`src/ctp_map.vh`:
```
// constants for the cascaded 16-bit timer / pwm block
// Functional notes
// - timer mode joins byte counters into one 16-bit up-counter on ticks
// - on compare match raise match interrupt, clear counter, keep counting
// - run bit one starts counting, clearing bit 3 stops the timer
// - compare unbuffered in timer and event modes, a write acts at once
// - main/2^11, 2^7, 2^5, 2^3 ticks; select bit or low speed: sub/2^3
// - event mode counter advances on each falling edge of event input
// - after match clears it, event counter resumes on next falling edge
// - pwm: flip-flop toggles at duty; overflow toggles, clears, interrupts
// - reset clears flip-flop, init bit presets it, pwm pin is its inverse
// - duty buffered: loads at overflow if running, at once if stopped
// - reading duty during pwm returns the buffered value in use
// - stopping holds pin level; init bit changed only in a later write
// - pwm adds sub clock, main/2 and main clock; low speed allows sub only
`ifndef CTP_MAP_VH
`define CTP_MAP_VH
`define CTP_ADDR_LOW_CTRL      4'h0
`define CTP_ADDR_HIGH_CTRL     4'h1
`define CTP_ADDR_CMP_LOW       4'h2
`define CTP_ADDR_CMP_HIGH      4'h3
`define CTP_ADDR_DUTY_LOW      4'h4
`define CTP_ADDR_DUTY_HIGH     4'h5
`define CTP_ADDR_COUNT_LOW     4'h6
`define CTP_ADDR_COUNT_HIGH    4'h7
`define CTP_ADDR_STATUS        4'h8
// lower control: [6:4] clock select, [2:0] mode
`define CTP_LC_CLK_HI          6
`define CTP_LC_CLK_LO          4
`define CTP_LC_MODE_HI         2
`define CTP_LC_MODE_LO         0
// upper control: [7] init bit, [3] run bit, [0] prescaler select
`define CTP_HC_INIT_BIT        7
`define CTP_HC_RUN_BIT         3
`define CTP_HC_PSEL_BIT        0
`define CTP_MODE_TIMER         3'h1
`define CTP_MODE_EVENT         3'h2
`define CTP_MODE_PWM           3'h3
`define CTP_CLK_DIV11          3'h0
`define CTP_CLK_DIV7           3'h1
`define CTP_CLK_DIV5           3'h2
`define CTP_CLK_DIV3           3'h3
`define CTP_CLK_SUB            3'h4
`define CTP_CLK_DIV1           3'h5
`define CTP_CLK_MAIN           3'h6
`define CTP_RST_BYTE           8'h00
`define CTP_RST_WORD           16'h0000
`endif

```
`src/ctp_sync.v`:
```
// two-flop synchroniser for one pin level
module ctp_sync (
  input  wire clk,
  input  wire rst_n,
  input  wire din,
  output reg  dout
);
  reg meta_q;

  // first stage read only by the second
  always @(posedge clk or negedge rst_n)
  begin
    if (!rst_n)
    begin
      meta_q <= 1'b1;
      dout   <= 1'b1;
    end
    else
    begin
      meta_q <= din;
      dout   <= meta_q;
    end
  end
endmodule

```
`src/ctp_tick.v`:
```
// source clock tick selection from the prescaler taps
`include "ctp_map.vh"
module ctp_tick (
  input  wire       clk,
  input  wire       rst_n,
  input  wire [2:0] sel,
  input  wire       psel,
  input  wire       low_speed,
  input  wire       pwm_mode,
  input  wire [3:0] div_taps,
  input  wire       sub_tick,
  input  wire       sub_div3_tick,
  output reg        tick
);
  reg tick_d;
  reg half_q;

  // main/2 made here: a main/8 tap would run four times too slow
  always @(posedge clk or negedge rst_n)
  begin
    if (!rst_n)
      half_q <= 1'b0;
    else
      half_q <= !half_q;
  end

  // pick one tick source per cycle
  always @*
  begin
    tick_d = 1'b0;
    case (sel)
      `CTP_CLK_DIV11:
        tick_d = (psel | low_speed) ? sub_div3_tick : div_taps[3];
      `CTP_CLK_DIV7:  tick_d = !low_speed & div_taps[2];
      `CTP_CLK_DIV5:  tick_d = !low_speed & div_taps[1];
      `CTP_CLK_DIV3:  tick_d = !low_speed & div_taps[0];
      // extra pwm sources; low speed leaves only sub clock
      `CTP_CLK_SUB:   tick_d = pwm_mode & sub_tick;
      `CTP_CLK_DIV1:  tick_d = pwm_mode & !low_speed & half_q;
      `CTP_CLK_MAIN:  tick_d = pwm_mode & !low_speed;
      default:        tick_d = 1'b0;
    endcase
  end

  always @(posedge clk or negedge rst_n)
  begin
    if (!rst_n)
      tick <= 1'b0;
    else
      tick <= tick_d;
  end
endmodule

```
`src/ctp_timer.v`:
```
// cascaded 16-bit timer, event counter and pwm unit
//
// Decided for this implementation: the register addresses and strobed register access.
`include "ctp_map.vh"
module ctp_timer (
  input  wire       mclk,
  input  wire       reset_n,
  input  wire [3:0] reg_addr,
  input  wire [7:0] reg_wdata,
  input  wire       reg_wr,
  input  wire       reg_rd,
  output reg  [7:0] reg_rdata,
  input  wire [3:0] div_taps,
  input  wire       sub_tick,
  input  wire       sub_div3_tick,
  input  wire       low_speed,
  input  wire       event_input_pin,
  output reg        match_interrupt,
  output reg        modulated_output_pin
);
  reg        rst_meta_q;
  reg        rst_sync_q;
  wire       rst_n;
  reg  [7:0] lower_timer_control_q;
  reg  [7:0] upper_timer_control_q;
  reg  [7:0] compare_low_byte_q;
  reg  [7:0] compare_high_byte_q;
  reg  [7:0] duty_low_byte_q;
  reg  [7:0] duty_high_byte_q;
  reg  [15:0] duty_active_q;
  reg        duty_pending_q;
  reg  [7:0] count_low_q;
  reg  [7:0] count_high_q;
  reg        tff_q;
  reg        evt_prev_q;
  reg        match_seen_q;
  wire       evt_level;
  wire       tick;
  wire [2:0] mode;
  wire       run;
  wire       is_pwm;
  wire       advance;
  wire [15:0] count;
  wire [15:0] compare;
  wire       at_compare;
  wire       at_duty;
  wire       at_top;
  wire       wrap;
  wire       low_carry;
  wire       wr_init;

  // reset released through two flops
  always @(posedge mclk or negedge reset_n)
  begin
    if (!reset_n)
    begin
      rst_meta_q <= 1'b0;
      rst_sync_q <= 1'b0;
    end
    else
    begin
      rst_meta_q <= 1'b1;
      rst_sync_q <= rst_meta_q;
    end
  end
  assign rst_n = rst_sync_q;

  // event pin comes from outside the clock domain
  ctp_sync u_evt_sync (
    .clk  (mclk),
    .rst_n(rst_n),
    .din  (event_input_pin),
    .dout (evt_level)
  );

  assign mode   = lower_timer_control_q[`CTP_LC_MODE_HI:`CTP_LC_MODE_LO];
  assign run    = upper_timer_control_q[`CTP_HC_RUN_BIT];
  assign is_pwm = (mode == `CTP_MODE_PWM);

  ctp_tick u_tick (
    .clk          (mclk),
    .rst_n        (rst_n),
    .sel          (lower_timer_control_q[`CTP_LC_CLK_HI:`CTP_LC_CLK_LO]),
    .psel         (upper_timer_control_q[`CTP_HC_PSEL_BIT]),
    .low_speed    (low_speed),
    .pwm_mode     (is_pwm),
    .div_taps     (div_taps),
    .sub_tick     (sub_tick),
    .sub_div3_tick(sub_div3_tick),
    .tick         (tick)
  );

  // counting events: prescaled tick or falling edge of the event pin
  assign advance = run & (((mode == `CTP_MODE_TIMER) & tick) |
                          (is_pwm & tick) |
                          ((mode == `CTP_MODE_EVENT) &
                           evt_prev_q & !evt_level));

  assign count      = {count_high_q, count_low_q};
  // compare read straight from the byte registers: no buffer
  assign compare    = {compare_high_byte_q, compare_low_byte_q};
  assign at_compare = (count == compare);
  assign at_duty    = (count == duty_active_q);
  assign at_top     = (count == 16'hffff);
  // timer/event clear on compare, pwm clears on overflow
  assign wrap       = advance & (is_pwm ? at_top : at_compare);
  assign low_carry  = (count_low_q == 8'hff);
  assign wr_init    = reg_wr & (reg_addr == `CTP_ADDR_HIGH_CTRL);

  always @(posedge mclk or negedge rst_n)
  begin
    if (!rst_n)
      evt_prev_q <= 1'b1;
    else
      evt_prev_q <= evt_level;
  end

  // cascaded counter: low byte carries into high byte
  always @(posedge mclk or negedge rst_n)
  begin
    if (!rst_n)
    begin
      count_low_q  <= `CTP_RST_BYTE;
      count_high_q <= `CTP_RST_BYTE;
    end
    else if (wrap)
    begin
      // cleared, next advance resumes counting
      count_low_q  <= `CTP_RST_BYTE;
      count_high_q <= `CTP_RST_BYTE;
    end
    else if (advance)
    begin
      count_low_q <= count_low_q + 8'h01;
      if (low_carry)
        count_high_q <= count_high_q + 8'h01;
    end
  end

  // match interrupt: one-cycle pulse
  always @(posedge mclk or negedge rst_n)
  begin
    if (!rst_n)
      match_interrupt <= 1'b0;
    else
      match_interrupt <= wrap;
  end

  // output flip-flop; init bit write only presets it when stopped
  always @(posedge mclk or negedge rst_n)
  begin
    if (!rst_n)
      tff_q <= 1'b0;
    else if (wr_init & !run & !reg_wdata[`CTP_HC_RUN_BIT])
      tff_q <= reg_wdata[`CTP_HC_INIT_BIT];
    else if (is_pwm & advance & (at_duty ^ at_top))
      tff_q <= !tff_q;
  end

  // pin is the inverse of the flip-flop; stopped timer holds it
  always @(posedge mclk or negedge rst_n)
  begin
    if (!rst_n)
      modulated_output_pin <= 1'b1;
    else
      modulated_output_pin <= !tff_q;
  end

  // control and compare registers
  always @(posedge mclk or negedge rst_n)
  begin
    if (!rst_n)
    begin
      lower_timer_control_q <= `CTP_RST_BYTE;
      upper_timer_control_q <= `CTP_RST_BYTE;
      compare_low_byte_q    <= `CTP_RST_BYTE;
      compare_high_byte_q   <= `CTP_RST_BYTE;
    end
    else if (reg_wr)
    begin
      case (reg_addr)
        `CTP_ADDR_LOW_CTRL:  lower_timer_control_q <= reg_wdata;
        `CTP_ADDR_HIGH_CTRL: upper_timer_control_q <= reg_wdata;
        `CTP_ADDR_CMP_LOW:   compare_low_byte_q    <= reg_wdata;
        `CTP_ADDR_CMP_HIGH:  compare_high_byte_q   <= reg_wdata;
        default:             lower_timer_control_q <= lower_timer_control_q;
      endcase
    end
  end

  // duty write side; bytes held apart until the shift
  always @(posedge mclk or negedge rst_n)
  begin
    if (!rst_n)
    begin
      duty_low_byte_q  <= `CTP_RST_BYTE;
      duty_high_byte_q <= `CTP_RST_BYTE;
    end
    else if (reg_wr & (reg_addr == `CTP_ADDR_DUTY_LOW))
      duty_low_byte_q <= reg_wdata;
    else if (reg_wr & (reg_addr == `CTP_ADDR_DUTY_HIGH))
      duty_high_byte_q <= reg_wdata;
  end

  // shift into the active buffer: immediately when stopped or not in pwm mode, else on wrap
  // a write in the wrap cycle stays pending, so no torn value is shifted
  always @(posedge mclk or negedge rst_n)
  begin
    if (!rst_n)
    begin
      duty_active_q  <= `CTP_RST_WORD;
      duty_pending_q <= 1'b0;
    end
    else if (reg_wr & (reg_addr == `CTP_ADDR_DUTY_HIGH))
    begin
      if (!run | !is_pwm)
      begin
        duty_active_q  <= {reg_wdata, duty_low_byte_q};
        duty_pending_q <= 1'b0;
      end
      else
        duty_pending_q <= 1'b1;
    end
    else if (duty_pending_q & (wrap | !run))
    begin
      duty_active_q  <= {duty_high_byte_q, duty_low_byte_q};
      duty_pending_q <= 1'b0;
    end
  end

  // sticky match status, set wins over read clear
  always @(posedge mclk or negedge rst_n)
  begin
    if (!rst_n)
      match_seen_q <= 1'b0;
    else if (wrap)
      match_seen_q <= 1'b1;
    else if (reg_rd & (reg_addr == `CTP_ADDR_STATUS))
      match_seen_q <= 1'b0;
  end

  // read data one cycle after the strobe; unmapped reads zero
  always @(posedge mclk or negedge rst_n)
  begin
    if (!rst_n)
      reg_rdata <= `CTP_RST_BYTE;
    else if (reg_rd)
    begin
      case (reg_addr)
        `CTP_ADDR_LOW_CTRL:   reg_rdata <= lower_timer_control_q;
        `CTP_ADDR_HIGH_CTRL:  reg_rdata <= upper_timer_control_q;
        `CTP_ADDR_CMP_LOW:    reg_rdata <= compare_low_byte_q;
        `CTP_ADDR_CMP_HIGH:   reg_rdata <= compare_high_byte_q;
        `CTP_ADDR_DUTY_LOW:   reg_rdata <= duty_active_q[7:0];
        `CTP_ADDR_DUTY_HIGH:  reg_rdata <= duty_active_q[15:8];
        `CTP_ADDR_COUNT_LOW:  reg_rdata <= count_low_q;
        `CTP_ADDR_COUNT_HIGH: reg_rdata <= count_high_q;
        `CTP_ADDR_STATUS:     reg_rdata <= {6'h00, tff_q, match_seen_q};
        default:              reg_rdata <= `CTP_RST_BYTE;
      endcase
    end
    else
      reg_rdata <= `CTP_RST_BYTE;
  end
endmodule

```
`config.mk`:
```
export PLATFORM = sky130hd
export DESIGN_NAME = ctp_timer
export DESIGN_NICKNAME = d
export VERILOG_FILES = /design/src/ctp_sync.v /design/src/ctp_tick.v /design/src/ctp_timer.v
export VERILOG_INCLUDE_DIRS = /design/src
export SDC_FILE = /design/constraint.sdc
export NUM_CORES = 1
export LEC_CHECK = 0
export ABC_AREA = 1
export CORE_ASPECT_RATIO = 0.8
export CORE_MARGIN = 4
export CORE_UTILIZATION = 40
export DETAILED_ROUTE_END_ITERATION = 16
export DONT_BUFFER_PORTS = 1
export SLEW_MARGIN = 20
export SYNTH_ARGS = -nofsm -noshare
export SYNTH_HDL_FRONTEND = slang
export SYNTH_HIERARCHICAL = 1
export SYNTH_SLANG_ARGS = --single-unit
```
`constraint.sdc`:
```
create_clock -name mclk -period 3.3 [get_ports mclk]
set_input_delay 0.33 -clock mclk [delete_from_list [all_inputs] [get_ports mclk]]
set_output_delay 0.33 -clock mclk [all_outputs]
set_load 0.02 [all_outputs]
```
After elaboration in Yosys (flattened, before gate mapping)
Index checks and enable logic that the tools add are counted.
{"block": "word_totals", "reg_bits": 100, "in_bits": 24, "out_inout_bits": 10, "wordCells": 115}
{"block": "classes", "n_addsub": 2, "n_eq_ne": 22, "muxes": 20, "bitwise": 28, "reduce_logical": 21}
{"op": "$pmux W8 S9", "count": 1}
{"op": "$mux W16", "count": 3}
{"op": "$mux W8", "count": 6}
{"op": "$eq A16 B16 Y1", "count": 2}
{"op": "$and A1 B1 Y1", "count": 21}
{"op": "$add A8 B1 Y8 const B", "count": 2}
{"op": "$eq A16 B16 Y1 const B", "count": 1}
{"op": "$eq A4 B3 Y1 const B", "count": 4}
{"op": "$reduce_and A2 Y1", "count": 7}
{"op": "$eq A3 B2 Y1 const B", "count": 4}
{"op": "$reduce_bool A2 Y1", "count": 5}
{"op": "$eq A3 B3 Y1 const B", "count": 3}
{"op": "$mux W1", "count": 9}
{"op": "$eq A4 B2 Y1 const B", "count": 2}
{"op": "$eq A8 B8 Y1 const B", "count": 1}
{"op": "$logic_not A1 Y1", "count": 7}
{"op": "$pmux W1 S7", "count": 1}
{"op": "$eq A3 B1 Y1 const B", "count": 2}
{"op": "$or A1 B1 Y1", "count": 5}
{"op": "$eq A4 B1 Y1 const B", "count": 1}
{"op": "$eq A4 B4 Y1 const B", "count": 1}
{"op": "$logic_not A4 Y1", "count": 1}
{"op": "$logic_not A3 Y1", "count": 1}
{"op": "$ne A2 B1 Y1 const B", "count": 1}
{"op": "2 further kinds", "count": 2}

Longest topological paths before layout
{"block": "logic_depth", "depth_word": 10, "depth_mapped": 14, "depth_no_buf": 12}

Cells and area by module
Netlist, hierarchy kept.
{"mod": "ctp_timer", "instances": 1, "cells_each": 631, "area_each_um2": 4958.5, "seq_area_each_um2": 2404.8}
{"mod": "ctp_tick", "instances": 1, "cells_each": 27, "area_each_um2": 160.2, "seq_area_each_um2": 50.0}
{"mod": "ctp_sync", "instances": 1, "cells_each": 2, "area_each_um2": 52.6, "seq_area_each_um2": 52.6}

Worst setup path after synthesis
Ideal clock, no wire load.
{"block": "synth_timing", "path_type": "register to register", "from": "register count_high_q[0]", "to": "register duty_active_q[6]", "setup_ns": 0.117, "t_arrival_ns": 1.573, "t_required_ns": 3.183, "slack_ns": 1.611, "stages_incl_launch_ff": 12, "path_buffers": 1, "period_less_slack_ns": 1.689, "path_cell_list": "dfrtp_1 -> ha_1 -> nand3_2 -> nor2_1 -> nand2_1 -> inv_1 -> nand3_2 -> nand3_2 -> nand3_4 -> buf_2 -> nand3_1 -> nand2_1"}
{"block": "synth_via", "elab_chain_len": 7, "elab_cells_between_ends": 8, "cone_classes": "2 x eq/ne; 1 x mux; 3 x bitwise; 2 x reduce/logical"}
{"item": "start: declaration", "line_no": "ctp_timer.v:33", "source": "reg [7:0] count_high_q;"}
{"item": "start signal: assignment", "line_no": "ctp_timer.v:124", "source": "count_high_q <= `CTP_RST_BYTE;"}
{"item": "start signal: assignment", "line_no": "ctp_timer.v:130", "source": "count_high_q <= `CTP_RST_BYTE;"}
{"item": "start signal: assignment", "line_no": "ctp_timer.v:136", "source": "count_high_q <= count_high_q + 8'h01;"}
{"item": "$eq A16 B16 Y1, on equally long branches", "line_no": "ctp_timer.v:102, ctp_timer.v:104"}
{"item": "$mux W1 (*)", "line_no": "ctp_timer.v:106", "source": "assign wrap = advance & (is_pwm ? at_top : at_compare);"}
{"item": "$and A1 B1 Y1 (*)", "line_no": "ctp_timer.v:106"}
{"item": "$or A1 B1 Y1 (*)", "line_no": "ctp_timer.v:224", "source": "else if (duty_pending_q & (wrap | !run))"}
{"item": "$and A1 B1 Y1 (*)", "line_no": "ctp_timer.v:224"}
{"item": "$reduce_bool A2 Y1 (no source line) (*)"}
{"item": "$reduce_and A2 Y1 (no source line) (*)"}
{"item": "end signal: assignment", "line_no": "ctp_timer.v:211", "source": "duty_active_q <= `CTP_RST_WORD;"}
{"item": "end signal: assignment", "line_no": "ctp_timer.v:218", "source": "duty_active_q <= {reg_wdata, duty_low_byte_q};"}
{"item": "end signal: assignment", "line_no": "ctp_timer.v:226", "source": "duty_active_q <= {duty_high_byte_q, duty_low_byte_q};"}
{"item": "end: declaration", "line_no": "ctp_timer.v:30", "source": "reg [15:0] duty_active_q;"}
Every way passes the cells marked *; elsewhere a longest branch is shown, timed or not.
A chain may end at the register's enable or synchronous reset.

Final worst setup path
{"block": "layout_timing", "from": "register evt_prev_q", "to": "register count_low_q[7]"}
{"block": "layout_via", "elab_chain_len": 6, "elab_cells_between_ends": 7, "cone_classes": "1 x mux; 5 x bitwise; 1 x reduce/logical"}
{"item": "start: declaration", "line_no": "ctp_timer.v:35", "source": "reg evt_prev_q;"}
{"item": "start signal: assignment", "line_no": "ctp_timer.v:115", "source": "evt_prev_q <= evt_level;"}
{"item": "$and A1 B1 Y1 (*) (2 in a row)", "line_no": "ctp_timer.v:96", "source": "((mode == `CTP_MODE_EVENT) &"}
{"item": "$or A1 B1 Y1 (*)", "line_no": "ctp_timer.v:94", "source": "assign advance = run & (((mode == `CTP_MODE_TIMER) & tick) |"}
{"item": "$and A1 B1 Y1 (*)", "line_no": "ctp_timer.v:94"}
{"item": "$and A1 B1 Y1", "line_no": "ctp_timer.v:106"}
{"item": "$mux W8 or $reduce_bool A2 Y1 (tied branches)"}
{"item": "end signal: assignment", "line_no": "ctp_timer.v:123", "source": "count_low_q <= `CTP_RST_BYTE;"}
{"item": "end signal: assignment", "line_no": "ctp_timer.v:129", "source": "count_low_q <= `CTP_RST_BYTE;"}
{"item": "end signal: assignment", "line_no": "ctp_timer.v:134", "source": "count_low_q <= count_low_q + 8'h01;"}
{"item": "end: declaration", "line_no": "ctp_timer.v:32", "source": "reg [7:0] count_low_q;"}
Marks and branches as above.

==> impl_table.tex <==
\begin{tabular}{lr}
\hline
Metric & Value \\
\hline
\multicolumn{2}{l}{\textbf{Critical path}} \\
\quad Endpoint kind of the worst setup timing path & flop \\
\quad Startpoint type of the worst setup path & flop \\
\quad Arrival time reported for the critical path endpoint & 2430 ps \\
\quad Biggest fanout along the worst timing path & 13 \\
\quad Start-to-end type of the worst setup path & reg2reg \\
\quad Worst EP required & 3520 ps \\
\multicolumn{2}{l}{\textbf{Place}} \\
\quad Final HPWL from detailed placement & 12,700 um \\
\quad Final weighted congestion of routability-driven global placement & 1.07 \\
\quad Port bufs & 0 \\
\quad Setup WS pre-CTS & roughly 1100 ps \\
\quad Standard cell area after detailed placement & 5290 um\^{}2 \\
\multicolumn{2}{l}{\textbf{Global routing}} \\
\quad First-pass GRT wire length & 25,300 um \\
\quad Overall global routing resource usage & 22.9\% \\
\quad Largest net degree at the start of global routing & 53 \\
\quad Initial antenna violation count & 0 \\
\quad Via count of the first global-routing pass & $\sim$4.3k \\
\quad Gr ovfl total & 0 \\
\multicolumn{2}{l}{\textbf{Yosys}} \\
\quad Count of unique library cells instantiated by Yosys & 39 \\
\quad Flip-flop and latch count after synthesis & 100 \\
\quad Warnings from Yosys & 6 \\
\quad Share of flip-flops with an asynchronous set or reset after synthesis & 100\% \\
\quad Top-count cell post-synth & sky130\_fd\_sc\_hd\_\_nand2\_1 \\
\quad Leading register cell type out of synthesis & sky130\_fd\_sc\_hd\_\_dfrtp\_1 \\
\quad Summed instance area of the synthesized netlist & 5170 um\^{}2 \\
\quad Cells after Synth & 660 \\
\quad Most instantiated cells after synthesis & 204 x sky130\_fd\_sc\_hd\_\_nand2\_1, 96 x sky130\_fd\_sc\_hd\_\_dfrtp\_1, 73 x sky130\_fd\_sc\_hd\_\_inv\_1 \\
\quad Share of the synthesized area in the top cell type & 46.5\% \\
\quad Most area-hungry cell type in the Yosys netlist & sky130\_fd\_sc\_hd\_\_dfrtp\_1 \\
\quad Post-synthesis average cell area & $\sim$7.8 um\^{}2 \\
\quad Synth Net Count & roughly 700 \\
\quad Register area share after synthesis & 48.5\% \\
\quad Post-synth EDFFs & 0 \\
\quad Top cells by area in the synthesized netlist & sky130\_fd\_sc\_hd\_\_dfrtp\_1 46\%, sky130\_fd\_sc\_hd\_\_nand2\_1 15\%, sky130\_fd\_sc\_hd\_\_o21ai\_0 5.8\%, sky130\_fd\_sc\_hd\_\_inv\_1 5.3\%, sky130\_fd\_sc\_hd\_\_nand3\_1 3.8\% \\
\multicolumn{2}{l}{\textbf{Layout}} \\
\quad Multi-input gate area & 2240 um\^{}2 \\
\quad Nets & 684 \\
\quad Area growth from synthesis to layout & 8.90\% \\
\quad Number of antenna repair diodes & 0 \\
\quad Area occupied by registers & about 2500 um\^{}2 \\
\quad Total non-filler cell area in the finished layout & 5630 um\^{}2 \\
\quad Proportion of layout cells with a drive suffix above 1 & 8.45\% \\
\quad Final-layout fill cell count & 1,287 \\
\quad Utilization after layout & 45.3\% \\
\multicolumn{2}{l}{\textbf{STA}} \\
\quad Portion of the clock cycle consumed by the worst path in the final layout & approximately two thirds \\
\quad Endpoints failing setup & 0 \\
\quad Worst setup margin & 1090 ps \\
\quad Maximum frequency from static timing analysis & 452 MHz \\
\quad TNS Setup & 0 ps \\
\quad Actual transition at the worst max-transition pin & about 700 ps \\
\quad Final critical path time including I/O delays and setup & 2210 ps \\
\quad RSZ-0062 raised after global routing & false \\
\quad Number of hold-slack violations in the final timing report & 0 \\
\quad Post-route clock skew & 9.83 ps \\
\quad Slew Limit Fails & 0 \\
\quad Relative slew slack & 53.5\% \\
\multicolumn{2}{l}{\textbf{Power and ir drop}} \\
\quad Relative contribution of combinational cells to total power & 21.1\% \\
\quad Sequential share of power & 49.0\% \\
\quad Net switching power & around 1.3 mW \\
\quad Sw Share & 36.3\% \\
\quad Pwr Density & 659 nW/um\^{}2 \\
\quad Final Total Pwr & 3.71 mW \\
\quad Cell internal power dissipation & between 2 and 2.5 mW \\
\quad IR drop worst, VDD & 0.000314 V \\
\quad Reported leakage power & 2.83 nW \\
\quad Relative contribution of the clock network to total power & between 20\% and 30\% \\
\multicolumn{2}{l}{\textbf{Clock network}} \\
\quad Clock tree from TritonCTS & done \\
\quad Maximum clock insertion buffer count & 2 \\
\quad CTS sink count & 100 \\
\quad TritonCTS buffer count & 9 \\
\quad Deepest level of the CTS H-tree & 3 \\
\quad Post-CTS setup buffer count & 0 \\
\quad Clock-pin slew on the worst setup and hold paths & 70 ps \\
\quad Latest clock arrival within the worst-skew pair & 350 ps \\
\quad CTS Root Buffer Type & sky130\_fd\_sc\_hd\_\_clkbuf\_16 \\
\multicolumn{2}{l}{\textbf{Drt}} \\
\quad Drt pass-1 iters & 5 \\
\quad Average wire per standard cell & 19.2 um \\
\quad Initial drt markers & 445 \\
\quad Remaining DRCs & 0 \\
\quad Antenna-violating nets left & 0 \\
\quad Post-detailed-routing wire length & $\sim$16,000 um \\
\quad Vias per Instance & 5.30 \\
\quad Number of vias after detailed routing & 4,422 \\
\multicolumn{2}{l}{\textbf{Floorplanning}} \\
\quad Count of pins on the block boundary & 34 \\
\quad Horizontal die dimension & 135 um \\
\quad Starting density of the core & 41.6\% \\
\quad Floorplan Core Area & 12,400 um\^{}2 \\
\quad Std cell rows & 36 \\
\quad Vertical extent of the die & 110 um \\
\quad Area enclosed by the die boundary & 14,800 um\^{}2 \\
\multicolumn{2}{l}{\textbf{Run status}} \\
\quad Result of the run & complete, no violations \\
\multicolumn{2}{l}{\textbf{Worst hold path}} \\
\quad Worst min-delay path class & in2reg \\
\multicolumn{2}{l}{\textbf{Run}} \\
\quad Number of violations of the max-capacitance limit & 0 \\
\hline
\end{tabular}
## state kept, by name (all words and copies together) (netlist names)
name	cells
duty_low_byte_q	8
u_evt_sync/meta_q	1
upper_timer_control_q	8
duty_active_q	16
duty_pending_q	1
u_tick/tick	1
reg_rdata	8
tff_q	1
count_high_q	8
duty_high_byte_q	8
rst_meta_q	1
u_evt_sync/dout	1
compare_low_byte_q	8
evt_prev_q	1
lower_timer_control_q	8
u_tick/half_q	1
modulated_output_pin	1
match_interrupt	1
compare_high_byte_q	8
match_seen_q	1
count_low_q	8
rst_n	1
## critical path: stages, from the launching register on
cell                      delay (ps)
sky130_fd_sc_hd__dfstp_2         520
sky130_fd_sc_hd__nand2_1          40
sky130_fd_sc_hd__o21ai_0         260
sky130_fd_sc_hd__nand2_1         180
sky130_fd_sc_hd__inv_1           330
sky130_fd_sc_hd__nand2_1         130
sky130_fd_sc_hd__nor2_1          260
sky130_fd_sc_hd__nand3_1         140
sky130_fd_sc_hd__o21ai_0         160
sky130_fd_sc_hd__a21oi_1          50
## layout by cell type (no fill, tap or decap), drive strengths merged, types with 7 or more instances in the layout
cell / Yosys / routed
dfrtp: 96 / 96
o22ai: 9 / 9
xor2: 19 / 19
clkbuf: 6 / 9
o21ai: 64 / 64
nand4: 10 / 10
a21oi: 14 / 14
a221oi: 7 / 7
nand3: 44 / 44
nor2: 55 / 55
inv: 83 / 87
nand2: 212 / 212
## final cells by class
cell class	count	share of cell area, %
Clock buffer	9	4.00
Clock inverter	7	1.64
Inverter	83	5.53
Multi-Input combinational cell	460	39.8
Sequential cell	100	44.6
Tap cell	171	3.80
Timing Repair Buffer	4	0.622
## stage by stage
stage,cells,hold slack (ps)
6_report,834,92.0
3_5_place_dp,816,34.5
3_3_place_gp,816,34.5
4_1_cts,834,86.2
2_1_floorplan,660,34.4
5_1_grt,834,89.4
## per-layer routing
metal  GRT usage (%)  wire length, um  vias up
li1                -                -     2104
met1            34.3             7750     2128
met2            33.0             6650      168
met3            5.58             1310       22
met4            5.97              351        0
met5               0                0        -
## final timing paths
path,cells after the start,end,slack (ps),start
setup / recovery,9,count_low_q[7],1090,evt_prev_q
hold / removal,2,reg_rdata[4],90,reg_rd
setup reg to reg,9,count_low_q[7],1090,evt_prev_q
hold reg to reg,0,rst_n,360,rst_meta_q
max in group asynchronous,1,duty_active_q[15],2120,rst_n
min in group asynchronous,1,rst_n,210,reset_n
## power groups by stage
stage	Sequential (mW)	Clock (mW)	Combinational, mW
floorplan	1.68	0	0.602
detailed placement	1.83	0	0.765
global placement	1.83	0	0.758
CTS	1.81	1.14	0.771
finish	1.82	1.11	0.782
global route	1.85	1.19	0.890
## cells by family after synthesis
family                     count (synthesis)  synth area share, %
adders and majority gates                  2                0.484
xor gates and xnor gates                  22                 3.73
other                                      1               0.0725
and+or+nand+nor                          332                 27.9
AOI/OAI and AO/OA                        103                 11.2
DFF                                      100                 48.5
buffers and inverters                    100                 8.15
## what timing repair did
item | CTS | global route
hold endpoints to repair | 3 | 0
gates resized for setup | 0 | 0
hold buffers | 2 | 0
setup endpoints to repair | 0 | 0
(Power assumes the default switching activity.)
